$ cat config.mk
export PLATFORM = sky130hd
export DESIGN_NAME = fast_output_pwm_match
export DESIGN_NICKNAME = d
export VERILOG_FILES = /design/src/pkg/fast_out_pkg.sv /design/src/logic/fast_output_pwm_match.sv /design/src/logic/pwm_channel.sv
export VERILOG_INCLUDE_DIRS = /design/src /design/src/pkg
export SDC_FILE = /design/constraint.sdc
export NUM_CORES = 2
export LEC_CHECK = 0
export ABC_AREA = 1
export BUFFER_PORTS_ARGS = -buffer_cell sky130_fd_sc_hd__buf_2
export CAP_MARGIN = 15
export CORE_UTILIZATION = 34
export DETAILED_ROUTE_END_ITERATION = 12
export PLACE_DENSITY = 0.5
export SLEW_MARGIN = 20
export SYNTH_ARGS = -nofsm -noshare
export SYNTH_HDL_FRONTEND = slang
export SYNTH_SLANG_ARGS = --single-unit
export TNS_END_PERCENT = 50
$ cat constraint.sdc
create_clock -name i_mclk -period 5.35 [get_ports i_mclk]
set_input_delay 0.535 -clock i_mclk [delete_from_list [all_inputs] [get_ports i_mclk]]
set_output_delay 0.535 -clock i_mclk [all_outputs]
set_load 0.1 [all_outputs]
$ cat src/pkg/fast_out_cfg.svh
`ifndef FAST_OUT_CFG_SVH
`define FAST_OUT_CFG_SVH

// Timing clock rate in hertz and its period in nanoseconds.
`define FO_CLK_HZ 200000000
`define FO_CLK_PERIOD_NS 5
// Duty value that means a permanently high output.
`define FO_DUTY_FULL 32000
// Width of the phase accumulator that spans one output period.
`define FO_PHASE_W 28
// Reset level of each PWM channel output.
`define FO_RESET_LEVEL 1'b0

`endif

$ cat src/pkg/fast_out_pkg.sv
package fast_out_pkg;

  typedef enum logic [3:0] {
    MODE_PLAIN = 4'h1,
    MODE_PWM = 4'h2,
    MODE_MATCH = 4'h4,
    MODE_STEPPER = 4'h8
  } mode_type;

  typedef enum logic [2:0] {
    ACT_ON = 3'h1,
    ACT_OFF = 3'h2,
    ACT_TOGGLE = 3'h4
  } action_type;

  typedef struct packed {
    logic [31:0] duty;
    logic [31:0] freq;
  } pwm_cfg_type;

endpackage

$ cat src/logic/fast_output_pwm_match.sv
`timescale 1ns/1ps
`default_nettype none
`include "fast_out_cfg.svh"
module fast_output_pwm_match #(
  parameter int unsigned CLK_HZ = `FO_CLK_HZ,
  parameter int unsigned PHASE_W = `FO_PHASE_W
) (
  input wire logic i_mclk,
  input wire logic i_rst_n,
  input wire fast_out_pkg::mode_type i_mode_one,
  input wire fast_out_pkg::mode_type i_mode_two,
  input wire logic i_direct_drive_bit_one,
  input wire logic i_direct_drive_bit_two,
  input wire fast_out_pkg::pwm_cfg_type i_pwm_run_one,
  input wire fast_out_pkg::pwm_cfg_type i_pwm_run_two,
  input wire fast_out_pkg::pwm_cfg_type i_pwm_stop_one,
  input wire fast_out_pkg::pwm_cfg_type i_pwm_stop_two,
  input wire logic i_stop_mode,
  input wire logic i_stop_hold,
  input wire logic i_download,
  input wire logic [31:0] i_accum_counter_one,
  input wire logic [31:0] i_accum_counter_two,
  input wire logic [31:0] i_match_value_a_counter_one,
  input wire logic [31:0] i_match_value_b_counter_one,
  input wire logic [31:0] i_match_value_a_counter_two,
  input wire logic [31:0] i_match_value_b_counter_two,
  input wire logic i_output_reset_counter_one,
  input wire logic i_output_reset_counter_two,
  input wire fast_out_pkg::action_type i_match_action_one,
  input wire fast_out_pkg::action_type i_match_action_two,
  output logic o_fast_output_one,
  output logic o_fast_output_two,
  output logic o_fast_output_one_level,
  output logic o_fast_output_two_level
);
  import fast_out_pkg::*;

  localparam int unsigned NCH = 2;

  if (PHASE_W < 2 || PHASE_W > 31) begin : g_bad_width
    $error("PHASE_W must lie between 2 and 31.");
  end

  function automatic logic match_hit(input logic [31:0] acc, input logic [31:0] a,
                                     input logic [31:0] b);
    match_hit = (acc == a) || (acc == b);
  endfunction

  function automatic logic cfg_live(input pwm_cfg_type c);
    cfg_live = (c.duty != 32'h0) && (c.freq != 32'h0);
  endfunction

  mode_type mode [NCH];
  action_type act [NCH];
  logic [31:0] acc [NCH];
  logic [31:0] ma [NCH];
  logic [31:0] mb [NCH];
  pwm_cfg_type run_cfg [NCH];
  pwm_cfg_type stop_cfg [NCH];
  pwm_cfg_type sel_cfg [NCH];
  logic [NCH-1:0] direct;
  logic [NCH-1:0] out_rst;
  logic [NCH-1:0] hit;
  logic [NCH-1:0] match_event;
  logic [NCH-1:0] pwm_w;
  logic [NCH-1:0] run_w;
  logic [NCH-1:0] en_w;
  logic [NCH-1:0] prev_hit_q, prev_hit_d;
  logic [NCH-1:0] match_q, match_d;
  logic [NCH-1:0] armed_q, armed_d;
  logic [NCH-1:0] out_q, out_d;
  logic [NCH-1:0] lvl_q, lvl_d;

  assign mode[0] = i_mode_one;
  assign mode[1] = i_mode_two;
  assign act[0] = i_match_action_one;
  assign act[1] = i_match_action_two;
  assign acc[0] = i_accum_counter_one;
  assign acc[1] = i_accum_counter_two;
  assign ma[0] = i_match_value_a_counter_one;
  assign ma[1] = i_match_value_a_counter_two;
  assign mb[0] = i_match_value_b_counter_one;
  assign mb[1] = i_match_value_b_counter_two;
  assign run_cfg[0] = i_pwm_run_one;
  assign run_cfg[1] = i_pwm_run_two;
  assign stop_cfg[0] = i_pwm_stop_one;
  assign stop_cfg[1] = i_pwm_stop_two;
  assign direct[0] = i_direct_drive_bit_one;
  assign direct[1] = i_direct_drive_bit_two;
  assign out_rst[0] = i_output_reset_counter_one;
  assign out_rst[1] = i_output_reset_counter_two;

  // Counter compare: an event is the first cycle in which either match value is met.
  always_comb begin
    hit = '0;
    match_event = '0;
    prev_hit_d = '0;
    match_d = match_q;
    for (int i = 0; i < NCH; i++) begin
      hit[i] = match_hit(acc[i], ma[i], mb[i]);
      match_event[i] = hit[i] && !prev_hit_q[i];
      prev_hit_d[i] = hit[i];
      if (out_rst[i]) begin
        match_d[i] = 1'b0;
      end
      if (match_event[i]) begin
        unique case (act[i])
          ACT_ON: begin
            match_d[i] = 1'b1;
          end
          ACT_OFF: begin
            match_d[i] = 1'b0;
          end
          ACT_TOGGLE: begin
            match_d[i] = !match_q[i];
          end
          default: begin
            match_d[i] = match_q[i];
          end
        endcase
      end
    end
  end

  // PWM parameter selection between run values and stop-mode values.
  always_comb begin
    armed_d = armed_q;
    run_w = '0;
    en_w = '0;
    for (int i = 0; i < NCH; i++) begin
      sel_cfg[i] = run_cfg[i];
      if (i_download) begin
        armed_d[i] = 1'b0;
      end else if (cfg_live(run_cfg[i])) begin
        armed_d[i] = 1'b1;
      end
      if (i_stop_mode && i_stop_hold) begin
        run_w[i] = 1'b0;
        en_w[i] = 1'b1;
      end else if (i_stop_mode) begin
        sel_cfg[i] = stop_cfg[i];
        run_w[i] = 1'b1;
        en_w[i] = cfg_live(stop_cfg[i]);
      end else begin
        run_w[i] = 1'b1;
        en_w[i] = armed_q[i];
      end
    end
  end

  for (genvar g = 0; g < NCH; g++) begin : g_pwm
    pwm_channel #(
      .CLK_HZ(CLK_HZ),
      .PHASE_W(PHASE_W)
    ) u_pwm (
      .i_mclk(i_mclk),
      .i_rst_n(i_rst_n),
      .i_cfg(sel_cfg[g]),
      .i_run(run_w[g]),
      .i_enable(en_w[g]),
      .o_pwm(pwm_w[g])
    );
  end

  // Output source selection per mode; the stepper source is not fitted and stays low.
  always_comb begin
    out_d = '0;
    lvl_d = out_q;
    for (int i = 0; i < NCH; i++) begin
      unique case (mode[i])
        MODE_PLAIN: begin
          out_d[i] = direct[i];
        end
        MODE_PWM: begin
          out_d[i] = pwm_w[i];
        end
        MODE_MATCH: begin
          out_d[i] = match_q[i];
        end
        MODE_STEPPER: begin
          out_d[i] = 1'b0;
        end
        default: begin
          out_d[i] = 1'b0;
        end
      endcase
    end
  end

  always_ff @(posedge i_mclk or negedge i_rst_n) begin
    if (!i_rst_n) begin
      prev_hit_q <= '0;
      match_q <= '0;
      armed_q <= '0;
      out_q <= '0;
      lvl_q <= '0;
    end else begin
      prev_hit_q <= prev_hit_d;
      match_q <= match_d;
      armed_q <= armed_d;
      out_q <= out_d;
      lvl_q <= lvl_d;
    end
  end

  assign o_fast_output_one = out_q[0];
  assign o_fast_output_two = out_q[1];
  assign o_fast_output_one_level = lvl_q[0];
  assign o_fast_output_two_level = lvl_q[1];

  for (genvar c = 0; c < NCH; c++) begin : g_chk

  end
endmodule
`default_nettype wire

$ cat src/logic/pwm_channel.sv
`timescale 1ns/1ps
`default_nettype none
`include "fast_out_cfg.svh"
module pwm_channel #(
  parameter int unsigned CLK_HZ = `FO_CLK_HZ,
  parameter int unsigned PHASE_W = `FO_PHASE_W
) (
  input wire logic i_mclk,
  input wire logic i_rst_n,
  input wire fast_out_pkg::pwm_cfg_type i_cfg,
  input wire logic i_run,
  input wire logic i_enable,
  output logic o_pwm
);
  import fast_out_pkg::*;

  localparam logic [PHASE_W-1:0] MOD = PHASE_W'(CLK_HZ);
  localparam logic [31:0] FULL = 32'(`FO_DUTY_FULL);

  if (CLK_HZ == 0 || 64'(CLK_HZ) >= (64'd1 << PHASE_W)) begin : g_bad_clk
    $error("CLK_HZ does not fit the phase accumulator.");
  end

  logic [PHASE_W-1:0] phase_q, phase_d;
  logic pwm_d;
  logic [PHASE_W:0] sum;
  logic [31:0] step;
  logic [63:0] lhs, rhs;

  // While i_run is high the phase advances by the frequency, capped at the clock rate, each cycle and wraps at the clock rate.
  always_comb begin
    step = (i_cfg.freq > 32'(CLK_HZ)) ? 32'(CLK_HZ) : i_cfg.freq;
    sum = {1'b0, phase_q} + (PHASE_W + 1)'(step);
    lhs = 64'(phase_q) * 64'(FULL);
    rhs = 64'(i_cfg.duty) * 64'(CLK_HZ);
    phase_d = phase_q;
    pwm_d = o_pwm;
    if (i_run) begin
      phase_d = (sum >= {1'b0, MOD}) ? PHASE_W'(sum - {1'b0, MOD}) : sum[PHASE_W-1:0];
      if (i_cfg.duty >= FULL) begin
        pwm_d = 1'b1;
      end else if (i_cfg.duty == 32'h0 || i_cfg.freq == 32'h0) begin
        pwm_d = 1'b0;
      end else begin
        pwm_d = (lhs < rhs);
      end
    end
    if (!i_enable) begin
      pwm_d = 1'b0;
    end
  end

  always_ff @(posedge i_mclk or negedge i_rst_n) begin
    if (!i_rst_n) begin
      phase_q <= '0;
      o_pwm <= `FO_RESET_LEVEL;
    end else begin
      phase_q <= phase_d;
      o_pwm <= pwm_d;
    end
  end
endmodule
`default_nettype wire

==> results.toml <==
[status]
status = "finished, violations left"
violations = "negative setup slack"

[final_layout]
final_cell_mix = "buf_4, inv_1, nand2_1"
nFillCells = 14000
multi_input_area_sq_um = 43300
seq_area_sq_um = 1700
fin_nets = 10200
final_common_cell = "buf_4"
drive_gt1_share_pct = 31.8
syn_to_final_growth_pct = 40.1

[worst_setup_path]
path_delay_family = "adder cells"
crit_top_cell = "nand2_1"
slowest_stage = "fa_1"
crit_path_end_kind = "flip-flop"
cp_max_fo = 8
worstPathBufferInverterCount = 11
critPathArrivalTime_ns = 7.19
cp_data_required_time_ns = 5.65
startpoint_type = "input port"
worstSetupPathType = "in2reg"
slowest_delay_ns = 0.55

[synth]
ys_types = 56
yosys_warnings = 0
ys_seq_area_share_pct = 3.55
yosysTopAreaCell = "fa_1"
synth_area_per_cell_sq_um = 7.62
netlist_instances = 6293
yosys-top-cells-area = "fa_1, ha_1, inv_1"
synth_area_sq_um = 48000
synth_nets = 8260
ys_ff_latch = 68
netlist.area_leader.share_pct = 32.5

[placed_design]
gp_congestion = 0.935
pre_cts_slack_ns = -2.12
hpwl_mm = 160
numPortBuffers = 474

[clock_network]
numCtsBuffers = 9
cts_buffer_depth = 2
clkTransAtPathRegs_ns = 0.08
root_buffer = "clkbuf_16"
numClockSinks = 68
htree_levels = 3
cts_tree = "done"
worst_skew_pair.late_latency_ns = 0.40

[die]
core_sq_um = 140000
die_area_sq_um = 143000
initial_core_util_pct = 34.3
boundaryPins = 475
num_rows = 137
dieWidth_um = 378
die_h_um = 378

[sta]
slew-limit-headroom_pct = 36.8
drv_slew = 0
fin_hold_ws_ns = 0.0886
min_period_over_period_pct = 129
hold_viol_final = 0
skew_ns = 0.0256
setup_slack_ns = -1.54
finalCriticalPeriod_ns = 6.89
setup_viol = 2
rsz0062_at_grt = "yes"
worstMarginPinSlew_ns = 0.939
fmax_mhz = 145

[hold_path]
min-delay-path-class = "in2async"

[global_route]
antenna_found_initial = 8
grtUsageTotal_pct = 24.6
grt_max_degree = 73
grt_pass1_wl_mm = 273
overflow = 0
grt_pass1_vias = 49300

[route]
wl_mm = 176
vias = 47200
drcViolationCount = 0
drt-vias-per-instance = 4.67
ant_nets = 0
first_pass_iters = 8
wl_per_cell_um = 17.4
drt_iter0_drc = 2037

[flow_run]
maxCapViolations = 0
==> through the flow <==
stage / TNS, ns / cell area [sq um] / util (%) / instances
finish: -3.01 / 67200 / 48.1 / 10100
global route: -10.73 / 67200 / 48.1 / 10100
detailed placement: -27.91 / 64900 / 46.5 / 10000
floorplan: -2.61 / 49600 / - / 6293
global placement: -25.21 / 64900 / 46.5 / 10000
CTS: -3.04 / 65900 / 47.2 / 10100
==> sequential cells by signal, summed over array words and instances, names as in the netlist <==
register,cells
armed_q,2
g_pwm.u_pwm.o_pwm,2
g_pwm.u_pwm.phase_q,56
lvl_d,2
lvl_q,2
match_q,2
prev_hit_q,2
==> synth_stat cells, drive strengths merged <==
cell type and instances:
a31o 1, buf 24, a221oi 3, and2 7, a21o 8, dfrtp 68
nor4 88, and3 2, nor3 51, o41ai 1, o31ai 4, o2bb2ai 1
a21oi 278, clkbuf 24, fa 778, o22ai 3, a41oi 1, nand2 1330
o21bai 20, a31oi 18, a21boi 11, nand3b 13, nand4 109, xor2 111
clkinv 2, or2 83, o21a 25, inv 1422, nor2 386, a211oi 5
a311oi 1, nor3b 3, o211ai 8, nor4b 1, ha 718, mux2i 12
nand3 283, o221ai 5, xnor2 147, o21ai 234, o2111ai 4
==> area by class of cell <==
class	count	area share [%]
antenna	6	0.0223
clock buffer	9	0.335
clock inverter	7	0.184
inverter	1424	8.07
multi-input combinational	4753	64.4
sequential	68	2.53
tap	1876	3.49
timing repair buffer	1960	20.9
==> layer usage <==
metal,GRT usage [%],share of wire [%],vias to the layer above
li1,-,-,23600
met1,32.3,45,22700
met2,44.3,50,832
met3,1.62,3.3,135
met4,4.95,2.1,2
met5,0,0.0074,-
==> repair_timing <==
item	CTS	global route
setup buffers	25	25
gates resized for setup	98	234
gates cloned	1	9
pin swaps	44	89
endpoints found under the setup margin	40	40
hold buffers	0	0
==> path summary, 6_finish.rpt <==
check | end | from | cells after the start | slack [ns]
max | g_pwm[0].u_pwm.o_pwm | i_stop_hold | 39 | -1.54
max reg2reg | g_pwm[1].u_pwm.o_pwm | g_pwm[1].u_pwm.phase_q[2] | 30 | -0.68
min reg2reg | lvl_q[1] | lvl_d[1] | 0 | 0.39
max in group asynchronous | g_pwm[0].u_pwm.phase_q[15] | i_rst_n | 2 | 4.15
min in group i_mclk | lvl_d[1] | i_mode_two[3] | 2 | 0.29
min | g_pwm[0].u_pwm.phase_q[12] | i_rst_n | 1 | 0.09
==> logic make-up (layout without fill, tap and decap cells) <==
| logic type | count (synthesis) | after routing | synth area share (%) |
|---|---|---|---|
| xor gates and xnor gates | 258 | 258 | 4.74 |
| buffers and inverters | 1472 | 3400 | 11.7 |
| adders and majority gates | 1496 | 1496 | 51.2 |
| AOI/OAI and AO/OA | 631 | 631 | 7.23 |
| other | 0 | 6 | 0 |
| muxes | 12 | 12 | 0.250 |
| DFF | 68 | 68 | 3.55 |
| and+or+nand+nor | 2356 | 2356 | 21.4 |
Power is left out: the tool's default activity adds up to more than one toggle a clock period on the data nets, which glitch-free logic cannot reach.
